<file path="config.mk">
export PLATFORM = sky130hd
export DESIGN_NAME = annp_regs
export DESIGN_NICKNAME = d
export VERILOG_FILES = /design/src/annp_pkg.sv /design/src/annp_regs.sv
export SDC_FILE = /design/constraint.sdc
export NUM_CORES = 1
export LEC_CHECK = 0
export ABC_AREA = 0
export BUFFER_PORTS_ARGS = -buffer_cell sky130_fd_sc_hd__buf_2
export CAP_MARGIN = 20
export CORE_ASPECT_RATIO = 1.5
export CORE_MARGIN = 3
export CORE_UTILIZATION = 49
export DETAILED_ROUTE_END_ITERATION = 10
export GPL_TIMING_DRIVEN = 0
export HOLD_SLACK_MARGIN = 0.12
export PLACE_DENSITY = 0.89
export SYNTH_ARGS = -nofsm -noshare
export SYNTH_HDL_FRONTEND = slang
export SYNTH_SLANG_ARGS = --single-unit
</file>
<file path="constraint.sdc">
create_clock -name i_mclk -period 1.8 [get_ports i_mclk]
set_input_delay 0.09 -clock i_mclk [delete_from_list [all_inputs] [get_ports i_mclk]]
set_output_delay 0.09 -clock i_mclk [all_outputs]
set_load 0.05 [all_outputs]
</file>
<file path="src/annp_pkg.sv">
`default_nettype none
package annp_pkg;
  // ****************************************
  // register map (byte addresses)
  // ****************************************
  localparam int unsigned ANNP_IDX_TX     = 7;
  localparam int unsigned ANNP_IDX_RX     = 8;
  localparam logic [7:0]  ANNP_ADDR_TX    = 8'h1c;
  localparam logic [7:0]  ANNP_ADDR_RX    = 8'h20;
  localparam logic [7:0]  ANNP_ADDR_EXP   = 8'h18;
  localparam logic [7:0]  ANNP_ADDR_ISTAT = 8'h40;
  localparam logic [7:0]  ANNP_ADDR_IMASK = 8'h44;
  localparam logic [7:0]  ANNP_ADDR_CTRL  = 8'h48;
  // ****************************************
  // page fields
  // ****************************************
  localparam int unsigned ANNP_B_MORE   = 15;
  localparam int unsigned ANNP_B_ACK    = 14;
  localparam int unsigned ANNP_B_MSG    = 13;
  localparam int unsigned ANNP_B_COMPLY = 12;
  localparam int unsigned ANNP_B_TOG    = 11;
  localparam int unsigned ANNP_CODE_W   = 11;
  localparam int unsigned ANNP_B_PGRX   = 1;
  localparam logic [10:0] ANNP_NULL_CODE = 11'h001;
  localparam logic        ANNP_MSG_RST   = 1'b1;
  // interrupt bits
  localparam int unsigned ANNP_I_PGRX = 0;
  localparam int unsigned ANNP_I_SENT = 1;
  localparam int unsigned ANNP_I_W    = 2;
  // control bits
  localparam int unsigned ANNP_B_GO   = 0;
  typedef enum logic [1:0] {
    ANNP_ST_IDLE = 2'b01,
    ANNP_ST_SEND = 2'b10
  } annp_state_t;
endpackage
`default_nettype wire

</file>
<file path="src/annp_regs.sv">
// Local design decision: the APB slave port.
`default_nettype none
module annp_regs (
  // clock and reset
  input  wire logic                    i_mclk,
  input  wire logic                    i_resetn,
  // apb slave
  input  wire logic                    i_psel,
  input  wire logic                    i_penable,
  input  wire logic                    i_pwrite,
  input  wire logic [7:0]              i_paddr,
  input  wire logic [31:0]             i_pwdata,
  output logic      [31:0]             o_prdata,
  output logic                         o_pready,
  output logic                         o_pslverr,
  // link partner page exchange (same clock)
  input  wire logic                    i_rx_valid,
  input  wire logic [15:0]             i_rx_word,
  input  wire logic                    i_tx_taken,
  output logic                         o_tx_valid,
  output logic      [15:0]             o_tx_word,
  // interrupt
  output logic                         o_irq
);
  import annp_pkg::*;

  // ****************************************
  // registers
  // ****************************************
  logic                    more_r, msg_r, comply_r, ack_r, tog_r;
  logic [ANNP_CODE_W-1:0]  code_r;
  logic [15:0]             rxpg_r;
  logic                    pgrx_r, send_req_r;
  logic [ANNP_I_W-1:0]     istat_r, imask_r;
  annp_state_t             state_r;

  logic acc, wr, rd;
  assign acc = i_psel & i_penable;
  assign wr  = acc & i_pwrite;
  assign rd  = acc & ~i_pwrite;

  function automatic logic [15:0] tx_image(input logic m, a, p, c, t,
                                           input logic [10:0] cd);
    tx_image = {m, a, p, c, t, cd};
  endfunction

  always_ff @(posedge i_mclk or negedge i_resetn) begin
    if (!i_resetn) begin
      more_r   <= 1'b0;
      msg_r    <= ANNP_MSG_RST;
      comply_r <= 1'b0;
      code_r   <= ANNP_NULL_CODE;
    end else if (wr && i_paddr == ANNP_ADDR_TX) begin
      more_r   <= i_pwdata[ANNP_B_MORE];
      msg_r    <= i_pwdata[ANNP_B_MSG];
      comply_r <= i_pwdata[ANNP_B_COMPLY];
      code_r   <= i_pwdata[ANNP_CODE_W-1:0];
    end
  end

  // start request; a write of one to ctrl bit 0 launches the page
  always_ff @(posedge i_mclk or negedge i_resetn) begin
    if (!i_resetn) begin
      send_req_r <= 1'b0;
    end else begin
      send_req_r <= wr && i_paddr == ANNP_ADDR_CTRL && i_pwdata[ANNP_B_GO];
    end
  end

  // ****************************************
  // transmit handshake
  // ****************************************
  // current register contents go out as the next page
  always_ff @(posedge i_mclk or negedge i_resetn) begin
    if (!i_resetn) begin
      state_r    <= ANNP_ST_IDLE;
      o_tx_valid <= 1'b0;
      o_tx_word  <= 16'h0000;
    end else begin
      case (state_r)
        ANNP_ST_IDLE: begin
          if (send_req_r) begin
            state_r    <= ANNP_ST_SEND;
            o_tx_valid <= 1'b1;
            o_tx_word  <= tx_image(more_r, ack_r, msg_r, comply_r,
                                   tog_r, code_r);
          end
        end
        ANNP_ST_SEND: begin
          if (i_tx_taken) begin
            state_r    <= ANNP_ST_IDLE;
            o_tx_valid <= 1'b0;
          end
        end
        default: begin
          state_r    <= ANNP_ST_IDLE;
          o_tx_valid <= 1'b0;
        end
      endcase
    end
  end

  // toggle follows inverse of last exchanged word's toggle
  // acknowledge high once a partner word has been received
  always_ff @(posedge i_mclk or negedge i_resetn) begin
    if (!i_resetn) begin
      tog_r <= 1'b0;
      ack_r <= 1'b0;
    end else begin
      if (state_r == ANNP_ST_SEND && i_tx_taken) begin
        tog_r <= ~o_tx_word[ANNP_B_TOG];
        ack_r <= 1'b0;
      end
      if (i_rx_valid) begin
        ack_r <= 1'b1;
      end
    end
  end

  // ****************************************
  // receive capture
  // ****************************************
  // word captured whole
  // code meaning rides on the captured page-type bit
  always_ff @(posedge i_mclk or negedge i_resetn) begin
    if (!i_resetn) begin
      rxpg_r <= {2'b00, ANNP_MSG_RST, 2'b00, ANNP_NULL_CODE};
    end else if (i_rx_valid) begin
      rxpg_r <= i_rx_word;
    end
  end

  // clear only what the read reported: read data is latched in the
  // setup cycle, so a word landing there must survive the access edge
  logic pgrx_seen;
  assign pgrx_seen = o_prdata[ANNP_B_PGRX];

  // set on arrival wins over clear-on-read
  always_ff @(posedge i_mclk or negedge i_resetn) begin
    if (!i_resetn) begin
      pgrx_r <= 1'b0;
    end else if (i_rx_valid) begin
      pgrx_r <= 1'b1;
    end else if (rd && i_paddr == ANNP_ADDR_EXP && pgrx_seen) begin
      pgrx_r <= 1'b0;
    end
  end

  // ****************************************
  // interrupts
  // ****************************************
  logic [ANNP_I_W-1:0] ev;
  assign ev = {state_r == ANNP_ST_SEND && i_tx_taken, i_rx_valid};

  always_ff @(posedge i_mclk or negedge i_resetn) begin
    if (!i_resetn) begin
      istat_r <= '0;
      imask_r <= '0;
    end else begin
      if (wr && i_paddr == ANNP_ADDR_ISTAT) begin
        istat_r <= (istat_r & ~i_pwdata[ANNP_I_W-1:0]) | ev;
      end else begin
        istat_r <= istat_r | ev;
      end
      if (wr && i_paddr == ANNP_ADDR_IMASK) begin
        imask_r <= i_pwdata[ANNP_I_W-1:0];
      end
    end
  end

  always_ff @(posedge i_mclk or negedge i_resetn) begin
    if (!i_resetn) begin
      o_irq <= 1'b0;
    end else begin
      o_irq <= |(istat_r & imask_r);
    end
  end

  // ****************************************
  // apb read path; zero-wait, registered pready
  // ****************************************
  logic [31:0] rdat;
  logic        bad;
  always_comb begin
    rdat = 32'h0000_0000;
    bad  = 1'b0;
    if (i_paddr == ANNP_ADDR_TX) begin
      rdat[15:0] = tx_image(more_r, ack_r, msg_r, comply_r, tog_r, code_r);
    end else if (i_paddr == ANNP_ADDR_RX) begin
      rdat[15:0] = rxpg_r;
    end else if (i_paddr == ANNP_ADDR_EXP) begin
      rdat[ANNP_B_PGRX] = pgrx_r;
    end else if (i_paddr == ANNP_ADDR_ISTAT) begin
      rdat[ANNP_I_W-1:0] = istat_r;
    end else if (i_paddr == ANNP_ADDR_IMASK) begin
      rdat[ANNP_I_W-1:0] = imask_r;
    end else if (i_paddr == ANNP_ADDR_CTRL) begin
      rdat[ANNP_B_GO] = state_r == ANNP_ST_SEND;
    end else begin
      bad = 1'b1;
    end
  end

  always_ff @(posedge i_mclk or negedge i_resetn) begin
    if (!i_resetn) begin
      o_pready  <= 1'b0;
      o_prdata  <= 32'h0000_0000;
      o_pslverr <= 1'b0;
    end else begin
      o_pready  <= i_psel & ~i_penable;
      o_prdata  <= rdat;
      o_pslverr <= i_psel & ~i_penable & bad;
    end
  end

  // ****************************************
  // checks
  // ****************************************
  a_ack_on_rx: assert property (
    @(posedge i_mclk) disable iff (!i_resetn)
    i_rx_valid |=> ack_r)
    else $error("ack not set");
  a_ack_clear: assert property (
    @(posedge i_mclk) disable iff (!i_resetn)
    (state_r == ANNP_ST_SEND && i_tx_taken && !i_rx_valid) |=> !ack_r)
    else $error("ack not cleared after send");
  a_tog_invert: assert property (
    @(posedge i_mclk) disable iff (!i_resetn)
    (state_r == ANNP_ST_SEND && i_tx_taken && !i_rx_valid)
    |=> tog_r != $past(o_tx_word[ANNP_B_TOG]))
    else $error("toggle not inverted");
  a_rx_capture: assert property (
    @(posedge i_mclk) disable iff (!i_resetn)
    i_rx_valid |=> rxpg_r == $past(i_rx_word))
    else $error("rx page lost");
  a_pgrx_set: assert property (
    @(posedge i_mclk) disable iff (!i_resetn)
    i_rx_valid |=> pgrx_r)
    else $error("page flag not set");
  a_pgrx_clr: assert property (
    @(posedge i_mclk) disable iff (!i_resetn)
    (rd && i_paddr == ANNP_ADDR_EXP && pgrx_seen && !i_rx_valid)
    |=> !pgrx_r)
    else $error("page flag not cleared");
  a_pgrx_keep: assert property (
    @(posedge i_mclk) disable iff (!i_resetn)
    (i_psel && !i_penable && i_paddr == ANNP_ADDR_EXP && i_rx_valid &&
     !pgrx_r) |=> ##1 pgrx_r)
    else $error("page flag lost during read");
  a_tx_word_send: assert property (
    @(posedge i_mclk) disable iff (!i_resetn)
    (state_r == ANNP_ST_IDLE && send_req_r) |=>
    o_tx_valid && o_tx_word[ANNP_CODE_W-1:0] == $past(code_r))
    else $error("tx word wrong");
  a_tx_hold: assert property (
    @(posedge i_mclk) disable iff (!i_resetn)
    (o_tx_valid && !i_tx_taken) |=> o_tx_valid && $stable(o_tx_word))
    else $error("tx page dropped before taken");
  a_tx_fields: assert property (
    @(posedge i_mclk) disable iff (!i_resetn)
    (wr && i_paddr == ANNP_ADDR_TX) |=>
    more_r == $past(i_pwdata[ANNP_B_MORE]) &&
    msg_r == $past(i_pwdata[ANNP_B_MSG]))
    else $error("tx fields not written");
  a_code_write: assert property (
    @(posedge i_mclk) disable iff (!i_resetn)
    (wr && i_paddr == ANNP_ADDR_TX) |=>
    code_r == $past(i_pwdata[ANNP_CODE_W-1:0]))
    else $error("code not written");
  a_irq_level: assert property (
    @(posedge i_mclk) disable iff (!i_resetn)
    o_irq == $past(|(istat_r & imask_r)))
    else $error("irq mismatch");
  a_ready_pulse: assert property (
    @(posedge i_mclk) disable iff (!i_resetn)
    o_pready |=> !o_pready)
    else $error("ready held past one cycle");

  // ****************************************
  // cover points
  // ****************************************
  c_rx_page: cover property (@(posedge i_mclk) disable iff (!i_resetn)
    i_rx_valid ##1 pgrx_r);
  c_tx_done: cover property (@(posedge i_mclk) disable iff (!i_resetn)
    state_r == ANNP_ST_SEND && i_tx_taken);
  c_irq: cover property (@(posedge i_mclk) disable iff (!i_resetn) o_irq);
  c_rx_during_read: cover property (@(posedge i_mclk)
    disable iff (!i_resetn)
    i_psel && !i_penable && i_paddr == ANNP_ADDR_EXP && i_rx_valid);
endmodule
`default_nettype wire

</file>
==> impl_metrics.toml, run 1 <==
[timing]
slew_viol_final = 0
rsz0062_at_grt = "false"
final-setup-viol-count = 0
setup_tns_ns = 0
fmax_mhz = 594
fin_crit_ns = 1.68
tightest_slew_ns = 0.917
hold_viol_final = 0
fin_skew_ns = 0.0123
finalCritPeriodShare = 0.936
slew-limit-headroom = 0.389

[place]
io_buffer_count = 79
place_congestion = 0.769
hpwl_um = 4750

[logic_synthesis]
ys_seq_area_frac = 0.596
yosysTopAreaCell = "dfrtp_1"
synth_top_area_frac = 0.554
synth-main-ff-cell = "dfrtp_1"
synth_seq_cells = 75
synth_area_sq_mm = 0.00316
synth_cells = 219
yosys-top-cells-area = "dfrtp_1, mux2_2, mux2_4"
yosysUniqueCellTypes = 37
yosys_warnings = 0
synth_edf_count = 0
yosysMostFrequentCell = "dfrtp_1"
synth_commonest_cells = "dfrtp_1, mux2_2, buf_4"
synthArstFlopShare = 1.00
avgSynthCellArea_sq_um = 14.4

[pwr]
ir_worst_vdd_mv = 0.891
pwr-share-seq = 0.494
finalPower_mw = 3.58
internal_power_mw = 2.73
clock_power_share = 0.401
combPwrFrac = 0.105
p_sw_frac = 0.237
p_switching_mw = 0.849
p_leak_nw = 2.24
powerDensity_mw_per_mm2 = 823

[layout]
drive_above_1_share = 0.476
synthToLayoutAreaGrowth_pct = 37.4
finalNetCount = 428
antenna_cells = 0

[setup_path]
critPathKind = "input pin to flop"
worst_ep_required_time_ns = 2.03
start_kind = "input pin"
crit_arrival_ns = 1.91
crit_path_end_kind = "flop"
cp_max_fo = 4

[hold_path]
hold_path_class = "input pin to flop"

[drt]
wl_um = 7230
drcViolationCount = 0
dr.pass1.iters = 6
wl_per_cell_um = 16.3
via_per_inst = 5.09
drtAntennaViolNets = 0
vias = 2259
drtIter0Drc = 160

[floorplan]
die_h_um = 104
die_w_um = 71.6
coreArea_sq_mm = 0.00622
io_pins = 115
die-area_sq_mm = 0.00747
rows = 35
initial_core_util = 0.508

[cts]
clk_pin_slew_ns = 0.07
cts-buffers-inserted = 9
clock_path_buffers = 2
cts_tree = "yes"
cts_num_sinks = 75
clockRootBuffer = "clkbuf_8"
worstSkewPairLatency_ns = 0.35
h-tree-depth = 3

[global_routing]
grt_max_degree = 76
grtUsageTotal = 0.214
grt_pass1_vias = 2479
grt_remaining_overflow = 0
grt_pass1_wl_um = 12100
antenna_found_initial = 0

[flow_run]
drv_cap = 0

[outcome]
run_status = "finished, final reports clean"
[stage by stage]
step / hold slack, ns / area, sq um / setup slack [ns] / util / cells
after global placement: 0.292 / 3710 / -0.117 / 0.596 / 387
after detailed placement: 0.286 / 3710 / -0.156 / 0.597 / 387
after CTS: 0.122 / 4350 / 0.130 / 0.699 / 444
after global routing: 0.146 / 4350 / 0.0398 / 0.699 / 444
final: 0.145 / 4350 / 0.115 / 0.699 / 444
after floorplan: -0.206 / 3220 / 0.131 / - / 234
[critical path, cell delays in order]
cell and delay, ns:
dlygate4sd3_1 0.52, buf_2 0.12, nand3_1 0.16, nor2_4 0.16
nand3_1 0.12, a22o_1 0.20, dlygate4sd3_1 0.55
[layout by cell type, fill, tap and decap left out, types with 3 or more instances in the layout]
master / instances
nand2b_1: 3
nand3_1: 5
a22o_1: 16
a21o_1: 3
clkbuf_8: 10
dfstp_2: 5
mux2_2: 37
clkbuf_1: 4
o21ai_0: 6
dfrtp_1: 69
conb_1: 16
buf_2: 78
dlygate4sd3_1: 40
nand2_1: 6
inv_1: 3
mux2_4: 10
buf_4: 20
nor2b_1: 4
[worst paths after layout]
path / to / cells past startpoint / start / slack, ns
worst min-delay path: istat_r[0] / 4 / i_paddr[1] / 0.14
min in group asynchronous: o_tx_word[14] / 2 / i_resetn / 0.42
max in group asynchronous: o_tx_valid / 2 / i_resetn / 0.75
worst max-delay path: istat_r[1] / 7 / i_penable / 0.12
worst max register to register: istat_r[1] / 3 / state_r[0] / 0.32
worst min register to register: tog_r / 1 / o_tx_word[11] / 0.48
[cell type report]
| cell class | count | area, sq um |
|---|---|---|
| buffer | 25 | 178 |
| clock buffer | 10 | 138 |
| clock inverter | 6 | 88.8 |
| fill | 439 | 1870 |
| inverter | 3 | 11.3 |
| multi-input combinational | 131 | 1150 |
| sequential | 75 | 1880 |
| tap | 74 | 92.6 |
| timing repair buffer | 120 | 806 |
[per-layer routing]
metal	vias to the layer above	part of all wire	GRT usage
li1	1051	-	-
met1	1112	0.36	0.231
met2	78	0.56	0.378
met3	18	0.052	0.0561
met4	0	0.025	0.102
met5	-	0	0
[power groups by stage]
stage | Clock [mW] | Combinational, mW | Sequential (mW)
after floorplan | 0 | 0.181 | 1.81
after global placement | 0 | 0.301 | 1.79
after detailed placement | 0 | 0.310 | 1.80
after CTS | 1.47 | 0.376 | 1.77
after global routing | 1.55 | 0.408 | 1.77
final | 1.43 | 0.376 | 1.77
[repair_timing]
action                                  CTS  global route
hold buffers                             40             0
buffers inserted                          1             0
gates resized for setup                   1             0
hold endpoints to repair                113             0
endpoints found under the setup margin    9             0
[logic make-up after synthesis]
family,share of synthesized area
AOI/OAI and AO/OA,0.0815
DFF,0.596
other,0.00119
muxes,0.179
and+or+nand+nor,0.0803
buffers and inverters,0.0594
xor gates and xnor gates,0.00277
[registers in the layout, indices dropped and copies added, names as in the netlist]
register    cells
tog_r           1
comply_r        1
code_r         11
more_r          1
o_pslverr       1
ack_r           1
send_req_r      1
o_tx_valid      1
o_tx_word      16
rxpg_r         16
o_irq           1
imask_r         2
istat_r         2
o_pready        1
o_prdata       16
msg_r           1
pgrx_r          1
state_r         1
No activity file was read; power rests on OpenSTA's default activity.
==> run 2, diff against run 1 <==
==> constraint.sdc (replaced) <==
create_clock -name i_mclk -period 1.8 [get_ports i_mclk]
set_input_delay 0.18 -clock i_mclk [delete_from_list [all_inputs] [get_ports i_mclk]]
set_output_delay 0.18 -clock i_mclk [all_outputs]
set_load 0.05 [all_outputs]
==> impl_metrics.toml, run 2 (synthesized netlist as in run 1, its figures left out) <==
[cts]
clock_path_buffers = 2
cts_num_sinks = 75
clockRootBuffer = "clkbuf_8"
cts-buffers-inserted = 9
worstSkewPairLatency_ns = 0.35
h-tree-depth = 3
cts_tree = "yes"
clk_pin_slew_ns = 0.07

[layout]
mostFrequentLayoutCells = "buf_2, dfrtp_1, mux2_2, dlygate4sd3_1, buf_4"
final-seq-area_sq_mm = 0.00188
multiInputGateArea_sq_mm = 0.00115
antenna_cells = 0
reg_top3 = "o_prdata: 16 flops, o_tx_word: 16 flops, rxpg_r: 16 flops"
synthToLayoutAreaGrowth_pct = 35.5
fillers = 443
finalNetCount = 422
final_common_cell = "buf_2"
drive_above_1_share = 0.484

[floorplan]
die_h_um = 104
coreArea_sq_mm = 0.00622
die_w_um = 71.6
initial_core_util = 0.508
die-area_sq_mm = 0.00747
rows = 35
io_pins = 115

[drt]
wl_per_cell_um = 16.4
drcViolationCount = 0
dr.pass1.iters = 4
wl_um = 7200
drtIter0Drc = 105
via_per_inst = 5.16
vias = 2260
drtAntennaViolNets = 0

[timing]
slew_viol_final = 0
whs_ns = 0.146
fin_skew_ns = 0.0124
final-setup-viol-count = 0
tightest_slew_ns = 0.930
finalCritPeriodShare = 0.852
fmax_mhz = 652
rsz0062_at_grt = "false"
fin_crit_ns = 1.53
slew-limit-headroom = 0.380
hold_viol_final = 0
setup_tns_ns = 0

[outcome]
run_status = "finished, final reports clean"

[setup_path]
worst_ep_required_time_ns = 2.02
crit_start = "i_penable"
critPathKind = "input pin to flop"
crit_arrival_ns = 1.76
cp_max_fo = 10
start_kind = "input pin"
crit_path_end_kind = "flop"
r2r_start = "state_r[0]"

[pwr]
powerDensity_mw_per_mm2 = 833
p_leak_nw = 2.21
ir_worst_vdd_mv = 0.892

[hold_path]
min_from = "i_psel"
hold_path_class = "input pin to flop"

[place]
io_buffer_count = 79
hpwl_um = 4750
place_congestion = 0.769

[global_routing]
grt_pass1_vias = 2444
grt_max_degree = 76
grt_pass1_wl_um = 12100
grt_remaining_overflow = 0
antenna_found_initial = 0
grtUsageTotal = 0.214

[flow_run]
drv_cap = 0
## run 2: cell count changes in the layout (fill, tap and decap cells not counted)
cell / previous run / this run
dlygate4sd3_1: 40 / 34
## run 2: per-stage QoR
stage	power (mW)	cells	worst slack [ns]	util	cell area [sq um]
after floorplan	1.99	234	0.131	-	3220
after global placement	2.09	387	-0.117	0.596	3710
after detailed placement	2.11	387	-0.156	0.597	3710
after CTS	3.60	438	0.270	0.689	4290
after global routing	3.72	438	0.231	0.689	4290
final	3.57	438	0.266	0.689	4290
## run 2: area by class of cell
type                       instances  share of cell area
inverter                           3             0.00263
clock buffer                      10              0.0321
timing repair buffer             114               0.174
multi-input combinational        131               0.268
tap                               74              0.0216
clock inverter                     6              0.0207
sequential                        75               0.440
buffer                            25              0.0415
## run 2: report_power, final
| part | total (mW) | internal [mW] | leakage, nW | switching [mW] |
|---|---|---|---|---|
| logic | 0.367 | 0.164 | 1.13 | 0.203 |
| clock network | 1.44 | 0.818 | 0.108 | 0.620 |
| registers | 1.77 | 1.74 | 0.973 | 0.0284 |
## run 2: critical path, stage by stage
cell,delay [ns]
dlygate4sd3_1,0.53
buf_2,0.13
nand3_1,0.17
nand2b_4,0.21
buf_6,0.20
mux2_4,0.32
## run 2: what timing repair did
action                                  CTS  global route
gates resized for setup                   1             0
hold buffers                             34             0
buffers inserted                          1             0
hold endpoints to repair                105             0
endpoints found under the setup margin    9             0
## run 2: routing by layer
metal  global-route usage  routed length [um]  vias to the layer above
met4               0.0995                 201                        0
li1                     -                   -                     1037
met3               0.0551                 358                       20
met5                    0                   0                        -
met2                0.376                4050                       79
met1                0.233                2590                     1124
## run 2: worst paths after layout
kind	end	slack [ns]	cells after the start
hold / removal	pgrx_r	0.15	3
min in group asynchronous	o_tx_word[14]	0.51	2
setup / recovery	code_r[8]	0.27	6
max in group asynchronous	o_tx_valid	0.65	2
setup reg to reg	o_tx_word[13]	0.41	3
hold reg to reg	tog_r	0.48	1
==> run 3, diff against run 2 <==
--- a/config.mk
+++ b/config.mk
@@ -15,6 +15,7 @@
 export GPL_TIMING_DRIVEN = 0
 export HOLD_SLACK_MARGIN = 0.12
 export PLACE_DENSITY = 0.89
+export REMOVE_ABC_BUFFERS = 1
 export SYNTH_ARGS = -nofsm -noshare
 export SYNTH_HDL_FRONTEND = slang
 export SYNTH_SLANG_ARGS = --single-unit
==> impl_metrics.toml, run 3 (synthesized netlist as in run 1, its figures left out) <==
[timing]
hold_viol_final = 0
slew-limit-headroom = 0.383
fin_crit_ns = 1.69
rsz0062_at_grt = "false"
whs_ns = 0.167
tightest_slew_ns = 0.926
setup_ws_ns = 0.113
finalCritPeriodShare = 0.937
fmax_mhz = 593
final-setup-viol-count = 0
fin_skew_ns = 0.0108
slew_viol_final = 0

[floorplan]
initial_core_util = 0.508
io_pins = 115
coreArea_sq_mm = 0.00622
rows = 35
die-area_sq_mm = 0.00747
die_h_um = 104
die_w_um = 71.6

[global_routing]
grtUsageTotal = 0.197
grt_pass1_vias = 2402
grt_pass1_wl_um = 11300
grt_remaining_overflow = 0
antenna_found_initial = 0
grt_max_degree = 76

[setup_path]
crit_arrival_ns = 1.91
cp_max_fo = 17
reg2reg_setup_slack_ns = 0.56
start_kind = "input pin"
r2r-end = "o_tx_word[4]"
crit_path_end_kind = "flop"
r2r_start = "state_r[0]"
r2r_cells = 3
critPathKind = "input pin to flop"
worst_ep_required_time_ns = 2.02

[place]
preCtsSetupSlack_ns = -0.501
place_congestion = 0.852
placed_cells = 363
hpwl_um = 4200
io_buffer_count = 80

[layout]
finalNetCount = 399
final-seq-area_sq_mm = 0.00188
multiInputGateArea_sq_mm = 0.00115
fillers = 462
reg_top3 = "o_prdata: 16 flops, o_tx_word: 16 flops, rxpg_r: 16 flops"
final_common_cell = "buf_2"
drive_above_1_share = 0.460
synthToLayoutAreaGrowth_pct = 30.8
fin_cells = 415
mostFrequentLayoutCells = "buf_2, dfrtp_1, mux2_2, dlygate4sd3_1"
antenna_cells = 0

[pwr]
internal_power_mw = 2.67
clock_power_share = 0.405
powerDensity_mw_per_mm2 = 853
p_switching_mw = 0.861
combPwrFrac = 0.095
finalPower_mw = 3.53
p_sw_frac = 0.244
ir_worst_vdd_mv = 0.532
pwr-share-seq = 0.500
p_leak_nw = 2.11

[drt]
wl_per_cell_um = 16.5
wl_um = 6830
vias = 2165
drtIter0Drc = 69
drtAntennaViolNets = 0
dr.pass1.iters = 4
drcViolationCount = 0
via_per_inst = 5.22

[cts]
clockRootBuffer = "clkbuf_8"
clk_pin_slew_ns = 0.08
worstSkewPairLatency_ns = 0.34
h-tree-depth = 3
cts_num_sinks = 75
cts-buffers-inserted = 9
cts_tree = "yes"
clock_path_buffers = 2

[hold_path]
min_from = "i_psel"
hold_path_class = "input pin to flop"
holdPathStages = 3
whs_endpoint = "pgrx_r"

[flow_run]
drv_cap = 0

[outcome]
run_status = "finished, final reports clean"
run 3: cell count changes in the layout (fill, tap and decap cells not counted), sizes merged:
| cell | change |
|---|---|
| clkbuf | -6 |
| inv | +1 |
| buf | -18 |
run 3: routing by layer:
| layer | part of all wire | track usage | vias up |
|---|---|---|---|
| met5 | 0 | 0 | - |
| met4 | 0.039 | 0.122 | 0 |
| met3 | 0.049 | 0.0445 | 20 |
| met2 | 0.53 | 0.337 | 84 |
| met1 | 0.38 | 0.214 | 1061 |
| li1 | - | - | 1000 |
run 3: stage by stage:
step	util	area (sq um)	TNS [ns]
5_1_grt	0.665	4140	0
4_1_cts	0.663	4120	0
3_5_place_dp	0.569	3540	-13.64
3_3_place_gp	0.568	3530	-13.98
6_report	0.665	4140	0
2_1_floorplan	-	3040	0
run 3: critical path, stage by stage:
cell and delay [ns]:
buf_2 0.13, nor4b_4 0.34, and4_2 0.60, nand2b_4 0.28, mux2_4 0.36
run 3: how the worst max path moves through the flow:
| stage | start | to | depth (start not counted) |
|---|---|---|---|
| 2_1_floorplan | o_tx_valid | o_tx_word[0] | 2 |
| 3_3_place_gp | i_paddr[5] | more_r | 5 |
| 3_5_place_dp | i_paddr[5] | code_r[7] | 5 |
| 4_1_cts | i_paddr[3] | o_prdata[1] | 5 |
| 5_1_grt | i_paddr[5] | comply_r | 5 |
| 6_report | i_paddr[5] | comply_r | 5 |
run 3: power groups by stage:
stage / clock network [mW] / logic [mW] / registers [mW]
detailed placement: 0 / 0.279 / 1.80
CTS: 1.46 / 0.336 / 1.76
global placement: 0 / 0.270 / 1.79
global route: 1.54 / 0.365 / 1.77
finish: 1.43 / 0.336 / 1.76
floorplan: 0 / 0.143 / 1.81
run 3: repair_timing:
item                                    in CTS  in global routing
endpoints found under the setup margin      30                  0
endpoints found under the hold margin      104                  0
resized for setup                            1                  0
setup buffers                                1                  0
hold buffers                                34                  0
run 3: area by class of cell:
type / count / area share
tap: 74 / 0.0224
clock buffer: 9 / 0.0300
inverter: 3 / 0.00272
sequential: 75 / 0.455
clock inverter: 7 / 0.0245
timing repair buffer: 116 / 0.187
multi-input combinational: 131 / 0.278
